==> config.mk <==
export PLATFORM = sky130hd
export DESIGN_NAME = dspwm_timer
export DESIGN_NICKNAME = d
export VERILOG_FILES = /design/src/pkg/dspwm_pkg.sv /design/src/logic/dspwm_compare_unit.sv /design/src/logic/dspwm_prescaler.sv /design/src/logic/dspwm_timer.sv
export SDC_FILE = /design/constraint.sdc
export NUM_CORES = 1
export LEC_CHECK = 0
export ABC_AREA = 1
export BUFFER_PORTS_ARGS = -buffer_cell sky130_fd_sc_hd__clkbuf_2
export CORE_MARGIN = 2
export CORE_UTILIZATION = 48
export CTS_CLUSTER_DIAMETER = 200
export DETAILED_ROUTE_END_ITERATION = 10
export PLACE_DENSITY = 0.68
export SYNTH_ARGS = -nofsm -noshare
export SYNTH_HDL_FRONTEND = slang
export SYNTH_HIERARCHICAL = 1
export SYNTH_SLANG_ARGS = --single-unit
==> constraint.sdc <==
create_clock -name clk -period 6 [get_ports clk]
set_input_delay 0.3 -clock clk [delete_from_list [all_inputs] [get_ports clk]]
set_output_delay 0.3 -clock clk [all_outputs]
set_load 0.01 [all_outputs]
==> src/pkg/dspwm_pkg.sv <==
package dspwm_pkg;

  // register byte offsets
  localparam logic [7:0] OFF_CTRL_A = 8'h80;
  localparam logic [7:0] OFF_CTRL_B = 8'h84;
  localparam logic [7:0] OFF_COUNTER = 8'h88;
  localparam logic [7:0] OFF_CMP_A = 8'h8C;
  localparam logic [7:0] OFF_CMP_B = 8'h90;
  localparam logic [7:0] OFF_CAPTURE = 8'h94;
  localparam logic [7:0] OFF_FLAGS = 8'h98;
  localparam logic [7:0] OFF_PORT = 8'h9C;

  // timer1_control_a fields
  localparam int CHA_MODE_LSB = 6;
  localparam int CHB_MODE_LSB = 4;
  localparam int WAVE_LO_LSB = 0;
  localparam logic [7:0] CTRL_A_RESET = 8'h00;
  localparam logic [7:0] CTRL_A_WMASK = 8'hF3;

  // second control register fields
  localparam int OWN_SEL_LSB = 0;
  localparam int WAVE_HI_LSB = 3;
  localparam int OTHER_SEL_LSB = 5;
  localparam logic [7:0] CTRL_B_RESET = 8'h00;

  // flag register bits, write one to clear
  localparam int FLG_OVF = 0;
  localparam int FLG_CMP_A = 1;
  localparam int FLG_CMP_B = 2;
  localparam int FLG_CAP = 3;

  // port register bits
  localparam int DIR_A = 0;
  localparam int DIR_B = 1;
  localparam int DATA_A = 2;
  localparam int DATA_B = 3;
  localparam logic [3:0] PORT_RESET = 4'h0;

  // waveform and output modes
  localparam logic [3:0] WAVE_PFC_CAP = 4'h8;
  localparam logic [3:0] WAVE_PFC_CMPA = 4'h9;
  localparam logic [3:0] WAVE_PC_CMPA = 4'hB;
  localparam logic [1:0] OUT_OFF = 2'h0;
  localparam logic [1:0] OUT_TOGGLE = 2'h1;
  localparam logic [1:0] OUT_NONINV = 2'h2;
  localparam logic [1:0] OUT_INV = 2'h3;

  localparam logic [15:0] BOTTOM = 16'h0000;
  localparam logic [15:0] TOP_MIN = 16'h0003;

  // prescale selections: 0 stops the timer
  localparam logic [2:0] PS_STOP = 3'h0;
  localparam logic [2:0] PS_DIV1 = 3'h1;
  localparam logic [2:0] PS_DIV8 = 3'h2;
  localparam logic [2:0] PS_DIV64 = 3'h3;
  localparam logic [2:0] PS_DIV256 = 3'h4;
  localparam logic [2:0] PS_DIV1024 = 3'h5;

  typedef enum logic {DSPWM_UP, DSPWM_DOWN} dspwm_dir_t;

  typedef struct packed {
    logic level;
    logic oe;
  } dspwm_pin_t;

  function automatic logic dspwm_presc_tick(input logic [2:0] sel, input logic [9:0] cnt);
    unique case (sel)
      PS_DIV1: return 1'b1;
      PS_DIV8: return &cnt[2:0];
      PS_DIV64: return &cnt[5:0];
      PS_DIV256: return &cnt[7:0];
      PS_DIV1024: return &cnt;
      default: return 1'b0;
    endcase
  endfunction

endpackage
==> src/logic/dspwm_compare_unit.sv <==
`timescale 1ns/1ps
module dspwm_compare_unit (
  // clock and reset
  input wire logic clk,
  input wire logic rst_n,
  // counter side
  input wire logic step,
  input wire logic reload,
  input wire logic count_up,
  input wire logic [15:0] count,
  // configuration
  input wire logic [15:0] buf_value,
  input wire logic [1:0] out_mode,
  input wire logic toggle_ok,
  // results
  output logic [15:0] active_value,
  output logic match,
  output logic level
);
  import dspwm_pkg::*;

  logic [15:0] cmp_value;

  // a value reloaded at bottom is already compared there
  assign cmp_value = reload ? buf_value : active_value;
  assign match = step && (count == cmp_value);

  always_ff @(posedge clk or negedge rst_n) begin
    if (!rst_n) begin
      active_value <= 16'h0000;
    end else if (reload) begin
      active_value <= buf_value;
    end
  end

  always_ff @(posedge clk or negedge rst_n) begin
    if (!rst_n) begin
      level <= 1'b0;
    end else if (match) begin
      unique case (out_mode)
        OUT_TOGGLE: level <= toggle_ok ? ~level : level;
        OUT_NONINV: level <= ~count_up;
        OUT_INV: level <= count_up;
        OUT_OFF: level <= level;
      endcase
    end
  end
endmodule // dspwm_compare_unit

==> src/logic/dspwm_prescaler.sv <==
`timescale 1ns/1ps
module dspwm_prescaler (
  // clock and reset
  input wire logic clk,
  input wire logic rst_n,
  // selections
  input wire logic [2:0] own_sel,
  input wire logic [2:0] other_sel,
  // enables
  output logic own_tick,
  output logic other_tick
);
  import dspwm_pkg::*;

  logic [9:0] div_reg;

  // one free divider serves both timers
  always_ff @(posedge clk or negedge rst_n) begin
    if (!rst_n) begin
      div_reg <= 10'h000;
    end else begin
      div_reg <= div_reg + 10'h001;
    end
  end

  always_ff @(posedge clk or negedge rst_n) begin
    if (!rst_n) begin
      own_tick <= 1'b0;
      other_tick <= 1'b0;
    end else begin
      own_tick <= dspwm_presc_tick(own_sel, div_reg);
      other_tick <= dspwm_presc_tick(other_sel, div_reg);
    end
  end
endmodule // dspwm_prescaler

==> src/logic/dspwm_timer.sv <==
`timescale 1ns/1ps
module dspwm_timer (
  // clock and reset
  input wire logic clk,
  input wire logic rst_n,
  // ahb-lite slave
  input wire logic hsel,
  input wire logic [31:0] haddr,
  input wire logic [1:0] htrans,
  input wire logic hwrite,
  input wire logic [2:0] hsize,
  input wire logic [31:0] hwdata,
  input wire logic hready,
  output logic [31:0] hrdata,
  output logic hreadyout,
  output logic hresp,
  // compare output pins
  output dspwm_pkg::dspwm_pin_t compare_out_a_pin,
  output dspwm_pkg::dspwm_pin_t compare_out_b_pin,
  // enable for the eight-bit timer
  output logic eight_bit_timer_clock_enable
);
  import dspwm_pkg::*;

  // registers
  logic [7:0] timer1_control_a_reg;
  logic [7:0] control_b_reg;
  logic [15:0] counter_value_reg;
  logic [15:0] cmp_a_buf_reg;
  logic [15:0] cmp_b_buf_reg;
  logic [15:0] capture_register_reg;
  logic ovf_flag_reg;
  logic cmp_a_flag_reg;
  logic cmp_b_flag_reg;
  logic cap_flag_reg;
  logic [3:0] port_reg;
  dspwm_dir_t dir_reg;

  // bus data phase
  logic dp_write_reg;
  logic dp_read_reg;
  logic [7:0] dp_addr_reg;
  logic dp_mapped_reg;

  // derived
  logic ap_valid;
  logic [3:0] waveform_mode_field;
  logic [1:0] chan_a_output_mode;
  logic [1:0] chan_b_output_mode;
  logic pfc_mode;
  logic timer_clock_enable;
  logic step;
  logic [15:0] top_value;
  logic at_bottom;
  logic at_top;
  logic count_up;
  logic reload;
  logic toggle_ok;
  logic [15:0] chan_a_compare_value;
  logic [15:0] chan_b_active;
  logic match_a;
  logic match_b;
  logic level_a;
  logic level_b;
  logic connect_a;
  logic connect_b;
  logic wr_counter;
  logic wr_flags;
  logic [3:0] flags;
  logic [31:0] read_mux;

  function automatic logic wr_hit(input logic [7:0] off);
    return dp_write_reg && dp_mapped_reg && (dp_addr_reg == off);
  endfunction

  function automatic logic flag_next(input logic ev, input logic cur, input logic clr);
    return ev || (cur && !clr);
  endfunction

  // bus
  assign ap_valid = hsel && hready && htrans[1];

  always_ff @(posedge clk or negedge rst_n) begin
    if (!rst_n) begin
      dp_write_reg <= 1'b0;
      dp_read_reg <= 1'b0;
      dp_addr_reg <= 8'h00;
      dp_mapped_reg <= 1'b0;
    end else if (hready) begin
      dp_write_reg <= ap_valid && hwrite;
      dp_read_reg <= ap_valid && !hwrite;
      dp_addr_reg <= haddr[7:0];
      dp_mapped_reg <= (haddr[31:8] == 24'h000000) && (haddr[1:0] == 2'h0);
    end else begin
      dp_read_reg <= 1'b0;
    end
  end

  // reads take one wait state so a preceding write is always seen
  always_ff @(posedge clk or negedge rst_n) begin
    if (!rst_n) begin
      hreadyout <= 1'b1;
      hrdata <= 32'h0000_0000;
    end else if (ap_valid && !hwrite) begin
      hreadyout <= 1'b0;
    end else if (dp_read_reg) begin
      hreadyout <= 1'b1;
      hrdata <= read_mux;
    end
  end

  always_ff @(posedge clk or negedge rst_n) begin
    if (!rst_n) begin
      hresp <= 1'b0;
    end else begin
      hresp <= 1'b0;
    end
  end

  always_comb begin
    read_mux = 32'h0000_0000;
    if (dp_mapped_reg) begin
      unique case (dp_addr_reg)
        OFF_CTRL_A: read_mux = {24'h000000, timer1_control_a_reg};
        OFF_CTRL_B: read_mux = {24'h000000, control_b_reg};
        OFF_COUNTER: read_mux = {16'h0000, counter_value_reg};
        OFF_CMP_A: read_mux = {16'h0000, cmp_a_buf_reg};
        OFF_CMP_B: read_mux = {16'h0000, cmp_b_buf_reg};
        OFF_CAPTURE: read_mux = {16'h0000, capture_register_reg};
        OFF_FLAGS: read_mux = {28'h0000000, flags};
        OFF_PORT: read_mux = {28'h0000000, port_reg};
        default: read_mux = 32'h0000_0000;
      endcase
    end
  end

  // registers
  always_ff @(posedge clk or negedge rst_n) begin
    if (!rst_n) begin
      timer1_control_a_reg <= CTRL_A_RESET;
    end else if (wr_hit(OFF_CTRL_A)) begin
      // bits 3:2 are reserved and stay zero
      timer1_control_a_reg <= hwdata[7:0] & CTRL_A_WMASK;
    end
  end

  always_ff @(posedge clk or negedge rst_n) begin
    if (!rst_n) begin
      control_b_reg <= CTRL_B_RESET;
    end else if (wr_hit(OFF_CTRL_B)) begin
      control_b_reg <= hwdata[7:0];
    end
  end

  always_ff @(posedge clk or negedge rst_n) begin
    if (!rst_n) begin
      cmp_a_buf_reg <= 16'h0000;
      cmp_b_buf_reg <= 16'h0000;
      capture_register_reg <= 16'h0000;
    end else begin
      if (wr_hit(OFF_CMP_A)) begin
        cmp_a_buf_reg <= hwdata[15:0];
      end
      if (wr_hit(OFF_CMP_B)) begin
        cmp_b_buf_reg <= hwdata[15:0];
      end
      if (wr_hit(OFF_CAPTURE)) begin
        capture_register_reg <= hwdata[15:0];
      end
    end
  end

  always_ff @(posedge clk or negedge rst_n) begin
    if (!rst_n) begin
      port_reg <= PORT_RESET;
    end else if (wr_hit(OFF_PORT)) begin
      port_reg <= hwdata[3:0];
    end
  end

  // mode decode
  assign waveform_mode_field = {control_b_reg[WAVE_HI_LSB +: 2],
                                timer1_control_a_reg[WAVE_LO_LSB +: 2]};
  assign chan_a_output_mode = timer1_control_a_reg[CHA_MODE_LSB +: 2];
  assign chan_b_output_mode = timer1_control_a_reg[CHB_MODE_LSB +: 2];
  // other waveform modes are not built here; the counter then holds
  assign pfc_mode = (waveform_mode_field == WAVE_PFC_CAP)
                 || (waveform_mode_field == WAVE_PFC_CMPA);
  assign toggle_ok = (waveform_mode_field == WAVE_PFC_CMPA)
                  || (waveform_mode_field == WAVE_PC_CMPA);

  // in mode 9 top follows the active compare A value, so retuning waits for bottom;
  // on the reloading step the buffered value already decides, as for matches
  assign top_value = (waveform_mode_field != WAVE_PFC_CMPA) ? capture_register_reg
                   : (reload ? cmp_a_buf_reg : chan_a_compare_value);

  // prescaler
  dspwm_prescaler u_prescaler (
    .clk(clk),
    .rst_n(rst_n),
    .own_sel(control_b_reg[OWN_SEL_LSB +: 3]),
    .other_sel(control_b_reg[OTHER_SEL_LSB +: 3]),
    .own_tick(timer_clock_enable),
    .other_tick(eight_bit_timer_clock_enable)
  );

  assign wr_counter = wr_hit(OFF_COUNTER);
  // a software write to the counter takes the place of a step
  assign step = timer_clock_enable && pfc_mode && !wr_counter;

  // counter
  assign at_bottom = (counter_value_reg == BOTTOM);
  assign at_top = (counter_value_reg == top_value);
  // at the turning points the coming slope decides the action
  assign count_up = at_bottom ? 1'b1
                  : (at_top ? 1'b0 : (dir_reg == DSPWM_UP));
  assign reload = step && at_bottom;

  always_ff @(posedge clk or negedge rst_n) begin
    if (!rst_n) begin
      counter_value_reg <= BOTTOM;
      dir_reg <= DSPWM_UP;
    end else if (wr_counter) begin
      counter_value_reg <= hwdata[15:0];
    end else if (step) begin
      if (dir_reg == DSPWM_UP) begin
        // >= keeps a lowered top from letting the count run away
        if (counter_value_reg >= top_value) begin
          dir_reg <= DSPWM_DOWN;
          counter_value_reg <= counter_value_reg - 16'h0001;
        end else begin
          counter_value_reg <= counter_value_reg + 16'h0001;
        end
      end else if (at_bottom) begin
        dir_reg <= DSPWM_UP;
        counter_value_reg <= counter_value_reg + 16'h0001;
      end else begin
        counter_value_reg <= counter_value_reg - 16'h0001;
      end
    end
  end

  // compare units
  dspwm_compare_unit u_cmp_a (
    .clk(clk),
    .rst_n(rst_n),
    .step(step),
    .reload(reload),
    .count_up(count_up),
    .count(counter_value_reg),
    .buf_value(cmp_a_buf_reg),
    .out_mode(chan_a_output_mode),
    .toggle_ok(toggle_ok),
    .active_value(chan_a_compare_value),
    .match(match_a),
    .level(level_a)
  );

  dspwm_compare_unit u_cmp_b (
    .clk(clk),
    .rst_n(rst_n),
    .step(step),
    .reload(reload),
    .count_up(count_up),
    .count(counter_value_reg),
    .buf_value(cmp_b_buf_reg),
    .out_mode(chan_b_output_mode),
    .toggle_ok(1'b0),
    .active_value(chan_b_active),
    .match(match_b),
    .level(level_b)
  );

  // flags
  assign wr_flags = wr_hit(OFF_FLAGS);
  assign flags[FLG_OVF] = ovf_flag_reg;
  assign flags[FLG_CMP_A] = cmp_a_flag_reg;
  assign flags[FLG_CMP_B] = cmp_b_flag_reg;
  assign flags[FLG_CAP] = cap_flag_reg;

  // a set in the same cycle as the clear wins, so no event is lost
  always_ff @(posedge clk or negedge rst_n) begin
    if (!rst_n) begin
      ovf_flag_reg <= 1'b0;
    end else begin
      ovf_flag_reg <= flag_next(reload, ovf_flag_reg,
                                wr_flags && hwdata[FLG_OVF]);
    end
  end

  always_ff @(posedge clk or negedge rst_n) begin
    if (!rst_n) begin
      cmp_a_flag_reg <= 1'b0;
    end else begin
      cmp_a_flag_reg <= flag_next(match_a, cmp_a_flag_reg,
                                  wr_flags && hwdata[FLG_CMP_A]);
    end
  end

  always_ff @(posedge clk or negedge rst_n) begin
    if (!rst_n) begin
      cmp_b_flag_reg <= 1'b0;
    end else begin
      cmp_b_flag_reg <= flag_next(match_b, cmp_b_flag_reg,
                                  wr_flags && hwdata[FLG_CMP_B]);
    end
  end

  always_ff @(posedge clk or negedge rst_n) begin
    if (!rst_n) begin
      cap_flag_reg <= 1'b0;
    end else begin
      cap_flag_reg <= flag_next(step && at_top && (waveform_mode_field == WAVE_PFC_CAP),
                                cap_flag_reg, wr_flags && hwdata[FLG_CAP]);
    end
  end

  // pins
  // toggle on channel B, or outside modes 9 and 11, leaves the port
  assign connect_a = (chan_a_output_mode == OUT_NONINV)
                  || (chan_a_output_mode == OUT_INV)
                  || ((chan_a_output_mode == OUT_TOGGLE) && toggle_ok);
  assign connect_b = chan_b_output_mode[1];

  always_ff @(posedge clk or negedge rst_n) begin
    if (!rst_n) begin
      compare_out_a_pin <= '0;
      compare_out_b_pin <= '0;
    end else begin
      compare_out_a_pin.level <= connect_a ? level_a : port_reg[DATA_A];
      compare_out_a_pin.oe <= port_reg[DIR_A];
      compare_out_b_pin.level <= connect_b ? level_b : port_reg[DATA_B];
      compare_out_b_pin.oe <= port_reg[DIR_B];
    end
  end
endmodule // dspwm_timer

==> impl_metrics.toml <==
[floorplan]
ioPinCount = 113
dieWidth_um = 149
start_util_pct = 49.3
die-height_um = 149
dieArea_um2 = 22200
rows = 52
core_area_um2 = 20400

[clocking]
clock-sinks = 165
cts_tree = "done"
numCtsBuffers = 17
ctsRootBufferMaster = "clkbuf_16"
clk_path_buf_depth = 2
htree_levels = 4
post_cts_resized = 0
postCtsHoldBufs = 0
clkTransAtPathRegs_ns = 0.07
cts_setup_buffers = 0
clock_latency_ns = 0.44

[finish]
drive_gt1_share_pct = 14.0
num-nets-final = 1529
fill_cells = 1999
final_cell_area_um2 = 11100
area_growth_pct = 10.7

[logic_synthesis]
yosysTopAreaCell = "dfrtp_1"
yosysWarnings = 6
syn_avg_cell_area_um2 = 7.35
synth_seq_cells = 165
synth_seq_area_share_pct = 41.0
ys_top_cells_by_area = "dfrtp_1, nand2_1, inv_1"
synth_top_area_share_pct = 40.8
netlist_area_um2 = 10100
synthCells = 1370
ys_types = 48

[worst_setup_path]
timing_worst_setup_path_type = "reg -> reg"
cp.required_ns = 6.37
crit_fanout = 30
cp.arrival_ns = 5.20
startpoint = "dp_addr_reg[0]"
start_kind = "register"
timing.rr.start = "dp_addr_reg[0]"
crit_path_end_kind = "register"

[timing]
slew_headroom_pct = 19.3
slew_viol_final = 0
fin_crit_ns = 4.83
tightest_slew_ns = 1.21
setup_viol = 0
finalHoldViolations = 24
fin_skew_ns = 0.0123
hold_ws_ns = -0.0489
rsz0062_at_grt = "no"
fin_tns_setup_ns = 0
fin_crit_sh_pct = 80.4
max_freq_mhz = 207

[detailed_routing]
wl_per_cell_um = 17.6
dr.pass1.iters = 6
num_vias = 9275
drtAntennaViolNets = 0
routed_via_density = 5.40
drc = 0
wirelength_um = 30300
drt-initial-drc-count = 864

[place]
place_area_um2 = 10600
port_buffers = 75
dpl.hpwl_um = 22300
place_congestion = 0.922

[pwr]
ir_drop_v = 0.000190
power_leakage_uw = 0.00614
power-per-cell-area_nw_per_um2 = 208

[global_route]
grtUsageTotal_pct = 28.3
busiest_layer = "met2"
grt-ovfl-total = 0
grtUsageMet3_pct = 6.27
grt_pass1_vias = 8645
grt_max_degree = 107
use_met2_pct = 44.3
use_met1_pct = 38.7
antenna_found_initial = 1
grt_pass1_wl_um = 47800

[run_status]
violations = "negative hold slack"
status = "finished with violations"

[run]
maxCapViolCount = 0

[min_path]
hold_class = "in -> async"
==> stage by stage <==
step	worst slack, ns	std cells	power, µW	utilization (%)
after floorplan	2.91	1387	1190	-
after global placement	1.44	1685	1240	51.7
after detailed placement	1.33	1685	1240	51.7
after CTS	1.30	1717	2330	54.5
after global routing	0.910	1717	2390	54.5
final	1.17	1718	2320	54.5
==> critical path: stages, from the launching register on <==
cell,delay [ns]
dfrtp_1,0.33
inv_1,0.05
nand2_1,0.21
nor3_4,0.09
nand2_2,0.32
inv_4,0.10
nand2_4,0.25
nand2_8,0.14
inv_4,0.29
nand2_8,0.21
inv_2,0.53
nand2_1,0.11
nand3_1,0.09
o21ai_1,0.07
ha_1,0.30
nand2_1,0.07
nor2_1,0.25
nand2_1,0.13
nor2_1,0.28
o21ai_0,0.33
xor2_1,0.24
mux2i_1,0.17
nand3_1,0.10
nand2_1,0.06
==> layout make-up <==
| class | count | area, µm² | area share (%) |
|---|---|---|---|
| Tap cell | 270 | 338 | 3.03 |
| Antenna cell | 1 | 2.50 | 0.0225 |
| Clock buffer | 19 | 443 | 3.98 |
| Sequential cell | 165 | 4130 | 37.1 |
| Multi-Input combinational cell | 996 | 4980 | 44.7 |
| Timing Repair Buffer | 85 | 457 | 4.10 |
| Clock inverter | 13 | 140 | 1.26 |
| Inverter | 169 | 649 | 5.83 |
==> where the power goes <==
part,switching (µW),internal [µW]
combinational,66.1,23.8
sequential,4.91,1120
clock,507,600
total,578,1740
==> Yosys cell counts, drive strengths merged <==
library cell and n:
o21ai 115, inv 169, nor4 9, dfrtp 164, nor2 85, and2 1, and3 3, mux2i 2
o21bai 3, o22ai 26, nor3 21, ha 21, conb 1, dfstp 1, a22o 1, xnor2 5
o221ai 1, a21oi 15, nand2 508, nand3 102, nand3b 2, xor2 27, nand4 16, a21o 4
o2111ai 9, buf 37, o31ai 1, clkbuf 20, o2bb2ai 1
==> cells in the final DEF, fill, tap and decap left out, drive strengths merged <==
cell      netlist  final
a21o            4      4
a21oi          15     15
a22o            1      1
and2            1      1
and3            3      3
buf            37     11
bufinv          0      1
clkbuf         20     93
clkinv          0      3
clkinvlp        0      1
conb            1     18
dfrtp         164    164
dfstp           1      1
diode           0      1
ha             21     21
inv           169    177
mux2i           2      2
nand2         508    508
nand3         102    102
nand3b          2      2
nand4          16     16
nor2           85     85
nor3           21     21
nor4            9      9
o2111ai         9      9
o21ai         115    115
o21bai          3      3
o221ai          1      1
o22ai          26     26
o2bb2ai         1      1
o31ai           1      1
xnor2           5      5
xor2           27     27
==> path summary, 6_finish.rpt <==
kind,endpoint,depth (start not counted),slack [ns]
max in group asynchronous,u_cmp_a/active_value[12],2,4.73
hold reg to reg,compare_out_b_pin[0],0,0.39
min in group clk,dp_read_reg,2,0.04
hold / removal,hrdata[5],1,-0.05
setup / recovery,u_cmp_b/level,23,1.17
setup reg to reg,u_cmp_b/level,23,1.17
==> cell families (layout without fill, tap and decap cells) <==
| family | Yosys count | count (layout) | synth area share (%) |
|---|---|---|---|
| flip-flops | 165 | 165 | 41.0 |
| buffers and inverters | 226 | 286 | 10.1 |
| adder cells (fa/ha/maj) | 21 | 21 | 2.61 |
| AO/OA/AOI/OAI | 176 | 176 | 9.92 |
| AND/OR/NAND/NOR | 747 | 747 | 33.3 |
| other | 1 | 19 | 0.0372 |
| XOR/XNOR | 32 | 32 | 2.78 |
| multiplexers | 2 | 2 | 0.199 |
==> layer usage <==
layer,vias up,wire length [µm]
met5,-,0
met3,64,2420
li1,4481,-
met2,328,13900
met4,0,891
met1,4402,13100
Note: power is estimated with default switching activity, not from simulation.
